## src/pkg/dmi_cfg.svh

```systemverilog
// Constants for the data-move instruction unit: opcodes, addressing, register map.
// Assumes an 8-bit data path, a 12-bit data space and a 32-bit AHB-Lite register bus.
//
// Summary of operation
// - Opcode 0101 00da copies file register to destination, updating N and Z.
// - Destination bit 0 writes working register; bit 1 writes back to file.
// - Cleared bank bit selects the fixed access bank.
// - Set bank bit uses bank select register to pick the register bank.
// - Extended set, bank bit 0, address up to 95: indexed literal offset.
// - Eight-bit file operand reaches any byte of the selected 256-byte bank.
// - File-to-file move: words 1100 source, 1111 destination, 12-bit, no flags.
// - Working register address is legal as file-to-file source or destination.
// - Opcode 0000 0001 loads bank select low nibble; upper nibble reads zero.
// - Opcode 0000 1110 loads literal into working register, flags unchanged.
// - Opcode 0110 111a stores working register to file, flags unchanged.
`ifndef DMI_CFG_SVH
`define DMI_CFG_SVH

// Opcode prefixes
`define DMI_OP_MFD 6'h14
`define DMI_OP_MFF1 4'hC
`define DMI_OP_MFF2 4'hF
`define DMI_OP_LLB 8'h01
`define DMI_OP_LLW 8'h0E
`define DMI_OP_SWF 7'h37

// Access bank split and page numbers
`define DMI_ACC_SPLIT 8'h60
`define DMI_ACC_LOW 4'h0
`define DMI_ACC_HIGH 4'hF

// Data-space address that aliases the working register
`define DMI_WREG_ADDR 12'hFE0

// Phase counter values, first to last
`define DMI_Q_FIRST 2'h0
`define DMI_Q_READ 2'h1
`define DMI_Q_PROC 2'h2
`define DMI_Q_LAST 2'h3

// Register map (byte addresses)
`define DMI_REG_CTRL 32'h00000000
`define DMI_REG_STAT 32'h00000004
`define DMI_REG_WREG 32'h00000008
`define DMI_REG_BANK 32'h0000000C

// Control register layout and reset value
`define DMI_CTRL_EXT_BIT 0
`define DMI_CTRL_RST 1'b0

`endif

```

## src/pkg/dmi_pkg.sv

```systemverilog
// Types shared by the data-move instruction unit and its register slave.
// Assumes the constants of dmi_cfg.svh for widths of opcodes and offsets.
package dmi_pkg;

  typedef enum logic [1:0] {ST_IDLE, ST_EXEC, ST_WAIT2, ST_EXEC2} dmi_state_t;

  typedef enum logic [2:0] {
    OP_NONE,
    OP_MOVE_FILE_TO_DEST,
    OP_MOVE_FILE_TO_FILE,
    OP_LOAD_LITERAL_BANK_SELECT,
    OP_LOAD_LITERAL_WORKING,
    OP_STORE_WORKING_TO_FILE
  } dmi_op_t;

  typedef struct packed {
    logic hsel;
    logic [31:0] haddr;
    logic [1:0] htrans;
    logic hwrite;
    logic [2:0] hsize;
    logic [31:0] hwdata;
    logic hready;
  } dmi_ahb_req_t;

  typedef struct packed {
    logic [31:0] hrdata;
    logic hreadyout;
    logic hresp;
  } dmi_ahb_rsp_t;

  typedef struct packed {
    logic [11:0] addr;
    logic rd;
    logic wr;
    logic [7:0] wdata;
  } dmi_dmem_req_t;

  typedef struct packed {
    logic busy;
    logic flag_n;
    logic flag_z;
    logic [7:0] w;
    logic [3:0] bank_select_register;
  } dmi_stat_t;

endpackage : dmi_pkg

```

## src/verilog/dmi_ahb_regs.sv

```systemverilog
// AHB-Lite slave holding the unit's control bit and showing its state.
// Assumes single word transfers; always ready, always OKAY.
`timescale 1ns/1ps
`include "dmi_cfg.svh"

module dmi_ahb_regs (
  // Clock and reset
  input wire logic clk_i,
  input wire logic arst_n_i,
  // Bus
  input wire dmi_pkg::dmi_ahb_req_t ahb_i,
  output dmi_pkg::dmi_ahb_rsp_t ahb_o,
  // Core side
  input wire dmi_pkg::dmi_stat_t stat_i,
  output logic ext_en_o
);

  logic ctrl_r;
  logic wr_pend_r;
  logic [31:0] wr_addr_r;
  logic [31:0] hrdata_r;
  logic addr_ok;
  logic ctrl_fwd;
  logic [31:0] rd_val;

  // Address phase accepted only with hready high
  assign addr_ok = ahb_i.hsel && ahb_i.hready && ahb_i.htrans[1];
  // Pending write to control wins over the stored bit for a back-to-back read
  assign ctrl_fwd = (wr_pend_r && (wr_addr_r == `DMI_REG_CTRL)) ? ahb_i.hwdata[`DMI_CTRL_EXT_BIT] : ctrl_r;

  // Read mux; unmapped addresses read zero
  always_comb begin
    rd_val = 32'h00000000;
    if (ahb_i.haddr == `DMI_REG_CTRL) begin
      rd_val[`DMI_CTRL_EXT_BIT] = ctrl_fwd;
    end else if (ahb_i.haddr == `DMI_REG_STAT) begin
      rd_val[2:0] = {stat_i.busy, stat_i.flag_n, stat_i.flag_z};
    end else if (ahb_i.haddr == `DMI_REG_WREG) begin
      rd_val[7:0] = stat_i.w;
    end else if (ahb_i.haddr == `DMI_REG_BANK) begin
      rd_val[3:0] = stat_i.bank_select_register;
    end
  end

  // Address phase capture
  always_ff @(posedge clk_i or negedge arst_n_i) begin
    if (!arst_n_i) begin
      wr_pend_r <= 1'b0;
      wr_addr_r <= 32'h00000000;
      hrdata_r <= 32'h00000000;
    end else begin
      wr_pend_r <= addr_ok && ahb_i.hwrite;
      if (addr_ok) begin
        wr_addr_r <= ahb_i.haddr;
      end
      if (addr_ok && !ahb_i.hwrite) begin
        hrdata_r <= rd_val;
      end
    end
  end

  // Control write in the data phase; other offsets ignore writes
  always_ff @(posedge clk_i or negedge arst_n_i) begin
    if (!arst_n_i) begin
      ctrl_r <= `DMI_CTRL_RST;
    end else if (wr_pend_r && (wr_addr_r == `DMI_REG_CTRL)) begin
      ctrl_r <= ahb_i.hwdata[`DMI_CTRL_EXT_BIT];
    end
  end

  assign ext_en_o = ctrl_r;
  assign ahb_o.hrdata = hrdata_r;
  assign ahb_o.hreadyout = 1'b1;
  assign ahb_o.hresp = 1'b0;

endmodule : dmi_ahb_regs

```

## src/verilog/dmi_core.sv

```systemverilog
// Decode and execute of the data-move instruction group.
// Assumes a synchronous data memory with one cycle read latency on the same clock,
// and FSR2 supplied by the register file on the same clock.
`timescale 1ns/1ps
`include "dmi_cfg.svh"

module dmi_core (
  // Clock and reset
  input wire logic clk_i,
  input wire logic arst_n_i,
  // Instruction stream
  input wire logic [15:0] instr_i,
  input wire logic instr_valid_i,
  output logic instr_ready_o,
  // Data memory
  output dmi_pkg::dmi_dmem_req_t dmem_o,
  input wire logic [7:0] dmem_rdata_i,
  // Register file
  input wire logic [11:0] fsr2_i,
  // State view
  output dmi_pkg::dmi_stat_t stat_o,
  // Register bus
  input wire dmi_pkg::dmi_ahb_req_t ahb_i,
  output dmi_pkg::dmi_ahb_rsp_t ahb_o
);

  dmi_pkg::dmi_state_t state_r;
  dmi_pkg::dmi_op_t op_r;
  logic [1:0] q_r;
  logic d_r;
  logic [7:0] lit_r;
  logic [11:0] src_r;
  logic [11:0] dst_r;
  logic [7:0] data_r;
  logic [7:0] w_r;
  logic [3:0] bsr_r;
  logic n_r;
  logic z_r;
  dmi_pkg::dmi_dmem_req_t dmem_r;
  dmi_pkg::dmi_stat_t stat;
  logic ext_en;
  logic [7:0] src_val;
  logic [7:0] proc_val;
  logic wr_back;
  logic in_exec;

  // Opcode decode of a first word
  function automatic dmi_pkg::dmi_op_t f_decode(input logic [15:0] ins);
    dmi_pkg::dmi_op_t op;
    op = dmi_pkg::OP_NONE;
    if (ins[15:10] == `DMI_OP_MFD) begin
      op = dmi_pkg::OP_MOVE_FILE_TO_DEST;
    end else if (ins[15:12] == `DMI_OP_MFF1) begin
      op = dmi_pkg::OP_MOVE_FILE_TO_FILE;
    end else if (ins[15:8] == `DMI_OP_LLB) begin
      op = dmi_pkg::OP_LOAD_LITERAL_BANK_SELECT;
    end else if (ins[15:8] == `DMI_OP_LLW) begin
      op = dmi_pkg::OP_LOAD_LITERAL_WORKING;
    end else if (ins[15:9] == `DMI_OP_SWF) begin
      op = dmi_pkg::OP_STORE_WORKING_TO_FILE;
    end
    return op;
  endfunction : f_decode

  // Banked file address to data-space address
  function automatic logic [11:0] f_eff_addr(input logic [7:0] f, input logic a, input logic [3:0] bank_select_register,
                                              input logic ext, input logic [11:0] fsr2);
    logic [11:0] ea;
    if (a) begin
      ea = {bank_select_register, f};
    end else if (ext && (f < `DMI_ACC_SPLIT)) begin
      ea = fsr2 + {4'h0, f};
    end else if (f < `DMI_ACC_SPLIT) begin
      ea = {`DMI_ACC_LOW, f};
    end else begin
      ea = {`DMI_ACC_HIGH, f};
    end
    return ea;
  endfunction : f_eff_addr

  assign in_exec = (state_r == dmi_pkg::ST_EXEC);
  // Words are taken only while idle or waiting for a second word; keeps the phase sequence simple
  assign instr_ready_o = (state_r == dmi_pkg::ST_IDLE) || (state_r == dmi_pkg::ST_WAIT2);

  assign src_val = (src_r == `DMI_WREG_ADDR) ? w_r : dmem_rdata_i;

  // Value produced in the process phase
  always_comb begin
    proc_val = 8'h00;
    case (op_r)
      dmi_pkg::OP_MOVE_FILE_TO_DEST: proc_val = src_val;
      dmi_pkg::OP_MOVE_FILE_TO_FILE: proc_val = src_val;
      dmi_pkg::OP_LOAD_LITERAL_BANK_SELECT: proc_val = lit_r;
      dmi_pkg::OP_LOAD_LITERAL_WORKING: proc_val = lit_r;
      dmi_pkg::OP_STORE_WORKING_TO_FILE: proc_val = w_r;
      default: proc_val = 8'h00;
    endcase
  end

  assign wr_back = ((op_r == dmi_pkg::OP_MOVE_FILE_TO_DEST) && d_r) || (op_r == dmi_pkg::OP_STORE_WORKING_TO_FILE);

  // Sequencer: state and phase counter
  always_ff @(posedge clk_i or negedge arst_n_i) begin
    if (!arst_n_i) begin
      state_r <= dmi_pkg::ST_IDLE;
      q_r <= `DMI_Q_FIRST;
    end else begin
      case (state_r)
        dmi_pkg::ST_IDLE: begin
          // Unknown words are consumed and ignored
          if (instr_valid_i && (f_decode(instr_i) != dmi_pkg::OP_NONE)) begin
            state_r <= dmi_pkg::ST_EXEC;
            q_r <= `DMI_Q_FIRST;
          end
        end
        dmi_pkg::ST_EXEC: begin
          q_r <= q_r + 2'h1;
          if (q_r == `DMI_Q_LAST) begin
            state_r <= (op_r == dmi_pkg::OP_MOVE_FILE_TO_FILE) ? dmi_pkg::ST_WAIT2 : dmi_pkg::ST_IDLE;
          end
        end
        dmi_pkg::ST_WAIT2: begin
          // second word needs its prefix, else the move is dropped
          if (instr_valid_i) begin
            state_r <= (instr_i[15:12] == `DMI_OP_MFF2) ? dmi_pkg::ST_EXEC2 : dmi_pkg::ST_IDLE;
            q_r <= `DMI_Q_FIRST;
          end
        end
        default: begin
          q_r <= q_r + 2'h1;
          if (q_r == `DMI_Q_LAST) begin
            state_r <= dmi_pkg::ST_IDLE;
          end
        end
      endcase
    end
  end

  // Operand capture at decode
  always_ff @(posedge clk_i or negedge arst_n_i) begin
    if (!arst_n_i) begin
      op_r <= dmi_pkg::OP_NONE;
      d_r <= 1'b0;
      lit_r <= 8'h00;
      src_r <= 12'h000;
      dst_r <= 12'h000;
    end else if ((state_r == dmi_pkg::ST_IDLE) && instr_valid_i) begin
      op_r <= f_decode(instr_i);
      d_r <= instr_i[9];
      lit_r <= instr_i[7:0];
      if (instr_i[15:12] == `DMI_OP_MFF1) begin
        src_r <= instr_i[11:0];
      end else begin
        src_r <= f_eff_addr(instr_i[7:0], instr_i[8], bsr_r, ext_en, fsr2_i);
      end
    end else if ((state_r == dmi_pkg::ST_WAIT2) && instr_valid_i) begin
      dst_r <= instr_i[11:0];
    end
  end

  // Data memory strobes, all from flops
  always_ff @(posedge clk_i or negedge arst_n_i) begin
    if (!arst_n_i) begin
      dmem_r <= '0;
    end else begin
      dmem_r.rd <= 1'b0;
      dmem_r.wr <= 1'b0;
      if (in_exec && (q_r == `DMI_Q_FIRST)) begin
        // source read strobe, high in the second (read) phase
        if (((op_r == dmi_pkg::OP_MOVE_FILE_TO_DEST) || (op_r == dmi_pkg::OP_MOVE_FILE_TO_FILE)) &&
            (src_r != `DMI_WREG_ADDR)) begin
          dmem_r.rd <= 1'b1;
          dmem_r.addr <= src_r;
        end
      end else if (in_exec && (q_r == `DMI_Q_PROC)) begin
        if (wr_back && (src_r != `DMI_WREG_ADDR)) begin
          dmem_r.wr <= 1'b1;
          dmem_r.addr <= src_r;
          dmem_r.wdata <= proc_val;
        end
      end else if ((state_r == dmi_pkg::ST_EXEC2) && (q_r == `DMI_Q_PROC)) begin
        // any destination but the W alias is written to data memory; W alias goes to W
        if (dst_r != `DMI_WREG_ADDR) begin
          dmem_r.wr <= 1'b1;
          dmem_r.addr <= dst_r;
          dmem_r.wdata <= data_r;
        end
      end
    end
  end

  // Process-phase latch of the moved value
  always_ff @(posedge clk_i or negedge arst_n_i) begin
    if (!arst_n_i) begin
      data_r <= 8'h00;
    end else if (in_exec && (q_r == `DMI_Q_PROC)) begin
      data_r <= proc_val;
    end
  end

  // Working register update in the write phase
  always_ff @(posedge clk_i or negedge arst_n_i) begin
    if (!arst_n_i) begin
      w_r <= 8'h00;
    end else if (in_exec && (q_r == `DMI_Q_LAST)) begin
      if (((op_r == dmi_pkg::OP_MOVE_FILE_TO_DEST) && !d_r) || (op_r == dmi_pkg::OP_LOAD_LITERAL_WORKING) ||
          (wr_back && (src_r == `DMI_WREG_ADDR))) begin
        w_r <= data_r;
      end
    end else if ((state_r == dmi_pkg::ST_EXEC2) && (q_r == `DMI_Q_LAST) && (dst_r == `DMI_WREG_ADDR)) begin
      w_r <= data_r;
    end
  end

  // Bank select; only the low nibble exists
  always_ff @(posedge clk_i or negedge arst_n_i) begin
    if (!arst_n_i) begin
      bsr_r <= 4'h0;
    end else if (in_exec && (q_r == `DMI_Q_LAST) && (op_r == dmi_pkg::OP_LOAD_LITERAL_BANK_SELECT)) begin
      bsr_r <= data_r[3:0];
    end
  end

  // Negative and zero flags, touched only by the file-to-destination move
  always_ff @(posedge clk_i or negedge arst_n_i) begin
    if (!arst_n_i) begin
      n_r <= 1'b0;
      z_r <= 1'b0;
    end else if (in_exec && (q_r == `DMI_Q_LAST) && (op_r == dmi_pkg::OP_MOVE_FILE_TO_DEST)) begin
      n_r <= data_r[7];
      z_r <= (data_r == 8'h00);
    end
  end

  assign stat.busy = (state_r != dmi_pkg::ST_IDLE);
  assign stat.flag_n = n_r;
  assign stat.flag_z = z_r;
  assign stat.w = w_r;
  assign stat.bank_select_register = bsr_r;
  assign stat_o = stat;
  assign dmem_o = dmem_r;

  // Register slave
  dmi_ahb_regs u_regs (
    .clk_i(clk_i),
    .arst_n_i(arst_n_i),
    .ahb_i(ahb_i),
    .ahb_o(ahb_o),
    .stat_i(stat),
    .ext_en_o(ext_en)
  );
endmodule : dmi_core

```

## config.mk

```make
export PLATFORM = sky130hd
export DESIGN_NAME = dmi_core
export DESIGN_NICKNAME = d
export VERILOG_FILES = /design/src/pkg/dmi_pkg.sv /design/src/verilog/dmi_ahb_regs.sv /design/src/verilog/dmi_core.sv
export VERILOG_INCLUDE_DIRS = /design/src /design/src/pkg
export SDC_FILE = /design/constraint.sdc
export NUM_CORES = 1
export LEC_CHECK = 0
export BUFFER_PORTS_ARGS = -buffer_cell sky130_fd_sc_hd__buf_2
export CORE_MARGIN = 2
export CORE_UTILIZATION = 53
export CTS_CLUSTER_SIZE = 14
export DETAILED_ROUTE_END_ITERATION = 12
export GPL_TIMING_DRIVEN = 0
export PLACE_DENSITY_LB_ADDON = 0.15
export SLEW_MARGIN = 0
export SYNTH_ARGS = -nofsm -noshare
export SYNTH_HDL_FRONTEND = slang
export SYNTH_SLANG_ARGS = --single-unit
export TNS_END_PERCENT = 1
```

## constraint.sdc

```tcl
create_clock -name clk_i -period 2.1 [get_ports clk_i]
set_input_delay 0.21 -clock clk_i [delete_from_list [all_inputs] [get_ports clk_i]]
set_output_delay 0.21 -clock clk_i [all_outputs]
set_load 0.02 [all_outputs]
```

* After elaboration in Yosys (flattened, before gate mapping) *
Index checks and enable logic that the tools add are counted.

storage, ports and cells
  output and inout port bits = 72
  bits of input ports = 111
  bits in registers = 126

operators by class
  $lt $le $gt $ge = 1
  reduce and logical (&&, ||, !) cells = 50
  mux-type cells = 45
  equality and inequality tests = 30
  bitwise operators = 2
  add/sub/neg operators = 2

operator list
  cell                    count
  $mux W12                9
  $eq A32 B4 Y1 const B   2
  $logic_not A32 Y1       2
  $mux W9                 5
  $eq A32 B3 Y1 const B   1
  $mux W8                 4
  $eq A12 B12 Y1 const B  2
  $ne A12 B12 Y1 const B  2
  $pmux W8 S3             1
  $logic_and A1 B1 Y1     22
  $mux W3                 7
  $mux W2                 8
  $mux W13                1
  $add A12 B8 Y12         1
  $mux W4                 3
  $reduce_and A4 Y1       3
  $reduce_bool A3 Y1      4
  $eq A2 B2 Y1 const B    4
  $eq A4 B4 Y1 const B    2
  $eq A8 B1 Y1 const B    1
  $eq A8 B4 Y1 const B    1
  $logic_not A8 Y1        1
  $lt A8 B7 Y1 const B    1
  $ne A2 B1 Y1 const B    4
  21 further kinds        39

* Depth between registers and ports, before layout *
  depth in word-level cells = 11
  depth in mapped cells = 9
  depth with buffers taken out = 9

* Hierarchy *
From an unflattened synthesis, not the netlist that was laid out.

unflattened totals
  cells, all modules = 667
  area total of the unflattened synthesis = 6816.5 um^2

by module, submodules not included
  module        times used  cells an instance  seq. area each (um^2)  area each (um^2)
  dmi_core      1           513                2102.0                 4808.4
  dmi_ahb_regs  1           154                1051.0                 2008.2

* Least setup slack after synthesis *
Ideal clock, no wire load.

  path kind = register -> register
  start = register q_r[1]
  end = register w_r[0]
  clock period less this slack = 1920 ps
  data arrival time = 1795 ps
  buffers on the path = 1
  setup time = 125 ps
  data required time = 1975 ps
  cell stages (with the launch flop) = 7
  setup slack = 180 ps
  cell sequence = dfrtp_1 ha_1 nand2_1 or4b_4 o22a_1 buf_6 mux2_4

on the way
  cells in the longest elaborated chain, start to end = 5
  elaborated cells on any way between the ends = 8
  those cells by class = 2 x eq/ne; 1 x mux; 5 x reduce/logical

RTL lines
  item                                 line             text
  start, declared                      dmi_core.sv:29   logic [1:0] q_r;
  start signal, assigned               dmi_core.sv:106  q_r <= `DMI_Q_FIRST;
  start signal, assigned               dmi_core.sv:113  q_r <= `DMI_Q_FIRST;
  start signal, assigned               dmi_core.sv:117  q_r <= q_r + 2'h1;
  $eq A2 B2 Y1 (no source line) (*)    n/a
  $logic_and A1 B1 Y1 (2 in series)    dmi_core.sv:210  end else if ((state_r == dmi_pkg::ST_EXEC2) && (q_r == `DMI_Q_LAST) && (dst_r == `DMI_WREG_ADDR)) begin
  $reduce_bool A2 Y1 (no source line)  n/a
  $reduce_and A2 Y1 (no source line)   n/a
  end signal, assigned                 dmi_core.sv:208  w_r <= data_r;
  end signal, assigned                 dmi_core.sv:211  w_r <= data_r;
  end, declared                        dmi_core.sv:35   logic [7:0] w_r;

Mark *: on every way between the ends. The rest lies on a longest branch, timed or not.
A chain may end at the register's enable or synchronous reset.

* Worst setup path in the final report *
  start = register src_r[0]
  end = register data_r[1]

on the way
  cells in the longest elaborated chain, start to end = 3

RTL lines
  item                             line             text
  start, declared                  dmi_core.sv:32   logic [11:0] src_r;
  start signal, assigned           dmi_core.sv:152  src_r <= instr_i[11:0];
  start signal, assigned           dmi_core.sv:154  src_r <= f_eff_addr(instr_i[7:0], instr_i[8], bsr_r, ext_en, fsr2_i);
  $eq A12 B12 Y1 (no source line)  n/a
  $mux W8                          dmi_core.sv:85   assign src_val = (src_r == `DMI_WREG_ADDR) ? w_r : dmem_rdata_i;
  $pmux W8 S3                      dmi_core.sv:90   case (op_r)
  end signal, assigned             dmi_core.sv:197  data_r <= proc_val;
  end, declared                    dmi_core.sv:34   logic [7:0] data_r;

No other way between the ends.

==> summary.md <==
| Metric | Value |
|---|---|
| Routed len/inst | 17.2 µm |
| CTS H-tree depth | 4 |
| Nets | 913 |
| Launching element type of the critical path | flop |
| Master cell of the clock root buffer | sky130_fd_sc_hd__clkbuf_16 |
| Power per unit of standard cell area | 1230 mW/mm² |
| Final worst path period need | 2.12 ns |
| Power Total | 10100 µW |
| Post-DR vias/cell | 5.58 |
| Largest net degree at the start of global routing | 70 |
| Clock latency at the later pin of the worst-skew pair | 0.42 ns |
| Max Fclk | 472 MHz |
| Finished Cell Area | 0.00816 mm² |
| Async set-or-reset flop fraction in the synthesized netlist | 100% |
| Violations in the final reports | setup timing |
| Endpoint kind of the worst setup timing path | flop |
| Total placed instance area | 0.00750 mm² |
| Clock buffer count from CTS | 17 |
| Clock network power share | 29.6% |
| Router iterations before antenna repair | 7 |
| Die area | 0.0133 mm² |
| Final number of setup-violating endpoints | 1 |
| Util after Layout | 67.7% |
| Core ar. | 0.0121 mm² |
| Cell area after technology mapping | 0.00656 mm² |
| Number of buffers on the longest clock path | 2 |
| Hold Path Class | primary input to flop |
| Critical Path Max Stage Delay | 0.42 ns |
| Number of antenna violations at the first check in global routing | 0 |
| Switching power total | 3560 µW |
| Part of the total power dissipated in sequential elements | 38.9% |
| Peak fanout along the critical path | 10 |
| Die outline width | 115 µm |
| TritonCTS clock tree | built |
| Core Rows | 40 |
| Metal1 wirelength | 7.14 mm |
| Worst-case headroom to the max-slew limit | 58.1% |
| Antenna violation net count after detailed routing | 0 |
| Quantity of I/O buffers inserted on ports | 121 |
| Starting density of the core | 54.4% |
| Portion of the post-synthesis area used by sequential elements | 48.1% |
| Synthesis warning total | 0 |
| Area Growth Syn to Fin | 24.5% |
| Sw Ratio | 35.3% |
| Uppermost metal layer occupied by signal nets | met4 |
| Number of cells produced by synthesis | 623 |
| Combinational Power Share | 31.5% |
| Worst path arrival time | 2.40 ns |
| Crit path max-delay family | compound AO/OA/AOI/OAI gates |
| Detail Route met2 WL | 8.18 mm |
| Endpoints failing hold | 0 |
| Leading register cell type out of synthesis | sky130_fd_sc_hd__dfrtp_1 |
| Setup clock skew after layout | 0.0126 ns |
| RSZ-0062 raised after global routing | yes |
| Final weighted congestion in routability-driven placement | 0.838 |
| Routed length on met3 | 1.01 mm |
| Smallest setup slack after layout | -0.0194 ns |
| Critical-path cell list | nor4b_2 -> nand3_2 -> buf_6 -> mux2_2 -> a222oi_1 -> o21ai_0 |
| Final global-route overflow total | 0 |
| Via count of the first global-routing pass | 5196 |
| Share of post-route cells with drive strength above 1 | 34.6% |
| Static Leak | 0.00397 µW |
| Buffers and inverters on the worst path | 1 |
| Register bit total from synthesis | 126 |
| Overall via count from detail_route | 5405 |
| Die Y | 115 µm |
| Number of distinct library cell variants in the gate-level netlist after synthesis | 67 |
| Drc violations | 0 |
| Power Internal | 6510 µW |
| Maximum vdd ir drop | 718 µV |
| Transition time of the tightest slew-check pin | 0.627 ns |
| Avg Inst Size Synth | 10.5 µm² |
| Master of the slowest instance on the critical path | sky130_fd_sc_hd__dfrtp_1 |
| Fill cell instance count of the final layout | 927 |
| Max Cap Viol | 0 |
| I/O pins | 183 |
| Detail Placement HPWL | 12.4 mm |
| Clock Pin Slew Worst Setup and Hold Paths | 0.06 ns |
| DRT iter0 DRCs | 519 |
| Final Slew Violations | 0 |
| Result of the run | finished with violations |
| Total wirelength of the detailed-routed design | 16.6 mm |
| Worst path required time | 2.38 ns |
| Global Route Usage Sum | 25.7% |
| Worst setup path category | flop to flop |
| CTS sink cnt | 126 |
| Wire length of the first global-routing pass | 26.3 mm |
| Count of inserted antenna diode cells | 0 |
| Tcrit/Tclk final | 101% |
| EDFF count, synth | 0 |
-- flip-flops by register name, indices dropped and copies added, names as in the netlist --
name	cells
w_r	8
z_r	1
op_r	3
data_r	8
q_r	2
dst_r	12
u_regs.wr_pend_r	1
lit_r	8
bsr_r	4
state_r	2
u_regs.hrdata_r	8
src_r	12
d_r	1
u_regs.wr_addr_r	32
n_r	1
dmem_o	22
u_regs.ext_en_o	1
-- synth_stat cells, drive strengths merged (2+ instances only) --
cell type | number | area [µm²]
a22o | 12 | 105
o21a | 2 | 15.0
nor3 | 8 | 40.0
or3 | 3 | 18.8
o21ai | 51 | 255
mux2 | 67 | 785
buf | 38 | 293
and4bb | 2 | 25.0
ha | 11 | 138
a21oi | 19 | 98.9
nand2b | 7 | 43.8
o21bai | 2 | 15.0
xor2 | 4 | 35.0
dfrtp | 126 | 3150
o41ai | 2 | 25.0
mux2i | 3 | 30.0
a222oi | 8 | 80.1
a211o | 4 | 35.0
o311ai | 4 | 35.0
o31ai | 3 | 22.5
nand4 | 7 | 43.8
a22oi | 18 | 135
conb | 2 | 7.51
xnor2 | 4 | 35.0
nand3 | 13 | 70.1
o22ai | 2 | 12.5
and2 | 2 | 12.5
nand2 | 84 | 315
inv | 11 | 41.3
nor4 | 17 | 113
nor3b | 2 | 20.0
nor2b | 10 | 65.1
clkbuf | 16 | 60.1
nor2 | 31 | 124
and3 | 5 | 31.3
a31oi | 3 | 18.8
nor4b | 3 | 38.8
-- worst min-delay path: stages --
cell	delay, ns
sky130_fd_sc_hd__buf_2	0.10
sky130_fd_sc_hd__inv_1	0.06
sky130_fd_sc_hd__nor2_1	0.05
-- metrics by stage --
| step | hold slack (ns) | setup WS, ns | TNS [ns] | cells |
|---|---|---|---|---|
| after CTS | 0.0263 | 0.0132 | 0 | 968 |
| after global routing | 0.0338 | -0.127 | -1.55 | 969 |
| after global placement | 0.456 | -0.757 | -94.05 | 936 |
| after detailed placement | 0.215 | -0.0798 | -0.630 | 937 |
| final | 0.0365 | -0.0194 | -0.0194 | 969 |
| after floorplan | -0.0856 | 0.180 | 0 | 647 |
-- cell usage in the layout, fill, tap and decap left out, types with 4 or more instances in the layout --
master / instances
sky130_fd_sc_hd__a21oi_1: 18
sky130_fd_sc_hd__clkinv_2: 4
sky130_fd_sc_hd__nand2b_1: 7
sky130_fd_sc_hd__buf_2: 123
sky130_fd_sc_hd__o311ai_0: 4
sky130_fd_sc_hd__dfrtp_1: 126
sky130_fd_sc_hd__and3_1: 5
sky130_fd_sc_hd__xor2_1: 4
sky130_fd_sc_hd__clkbuf_16: 17
sky130_fd_sc_hd__buf_4: 30
sky130_fd_sc_hd__nand3_1: 12
sky130_fd_sc_hd__nand2_1: 84
sky130_fd_sc_hd__nand4_1: 7
sky130_fd_sc_hd__clkbuf_8: 4
sky130_fd_sc_hd__mux2_2: 59
sky130_fd_sc_hd__conb_1: 26
sky130_fd_sc_hd__mux2_4: 8
sky130_fd_sc_hd__buf_6: 6
sky130_fd_sc_hd__o21ai_1: 5
sky130_fd_sc_hd__a222oi_1: 8
sky130_fd_sc_hd__a211o_1: 4
sky130_fd_sc_hd__nor2_1: 29
sky130_fd_sc_hd__ha_1: 11
sky130_fd_sc_hd__a22o_1: 12
sky130_fd_sc_hd__xnor2_1: 4
sky130_fd_sc_hd__clkbuf_1: 16
sky130_fd_sc_hd__nor4_1: 14
sky130_fd_sc_hd__o21ai_0: 46
sky130_fd_sc_hd__a22oi_1: 18
sky130_fd_sc_hd__nor3_1: 7
sky130_fd_sc_hd__nor2b_1: 9
sky130_fd_sc_hd__inv_1: 11
-- layout make-up --
cell class	instances	area, µm²	area share, %
clock inverters	7	110	1.35
repair buffers	124	657	8.05
clock buffers	23	488	5.98
multi-input cells	456	3150	38.6
well taps	168	210	2.58
flip-flops and latches	126	3150	38.6
plain buffers	54	355	4.35
inverters	11	41.3	0.506
-- power groups by stage --
stage	Sequential [µW]	Combinational, µW	Clock, µW
4_1_cts	3890	3150	3000
2_1_floorplan	3940	1960	0
6_report	3910	3180	2980
5_1_grt	3990	3500	3130
3_5_place_dp	3920	3100	0
3_3_place_gp	3890	3000	0
-- worst paths after layout --
kind / from / endpoint / slack (ns) / cells after the start
min reg2reg: dmem_o[18]$_DFFE_PN0P_ / dmem_o[18]$_DFFE_PN0P_ / 0.47 / 2
max in group asynchronous: arst_n_i / dst_r[3]$_DFFE_PN0P_ / 1.06 / 3
min: ahb_i[36] / u_regs.wr_pend_r$_DFF_PN0_ / 0.04 / 3
max: src_r[0]$_DFFE_PN0P_ / data_r[1]$_DFFE_PN0P_ / -0.02 / 6
max reg2reg: src_r[0]$_DFFE_PN0P_ / data_r[1]$_DFFE_PN0P_ / -0.02 / 6
min in group asynchronous: arst_n_i / u_regs.wr_addr_r[26]$_DFFE_PN0P_ / 0.32 / 2
-- per-layer routing --
metal  global-route usage [%]  vias to the layer above
met3                     5.48                       30
met5                        0                        -
met4                     8.59                        0
li1                         -                     2563
met1                     34.0                     2607
met2                     42.4                      205
-- kinds of logic (layout without fill, tap and decap cells) --
group | after synthesis | after routing | synth area share, %
XOR/XNOR | 8 | 8 | 1.07
flip-flops | 126 | 126 | 48.1
multiplexers | 70 | 70 | 12.4
AND/OR/NAND/NOR | 200 | 200 | 15.5
adder cells (fa/ha/maj) | 12 | 12 | 2.40
AO/OA/AOI/OAI | 140 | 140 | 14.4
other | 2 | 26 | 0.115
buffers and inverters | 65 | 219 | 6.01
-- repair_timing --
action | in CTS | in global routing
hold buffers | 1 | 0
endpoints found under the setup margin | 11 | 40
buffers inserted | 0 | 1
gates resized for setup | 4 | 10
cloned | 0 | 0
pin swaps | 0 | 1
hold endpoints to repair | 57 | 0
Note: power is estimated with default switching activity, not from simulation.
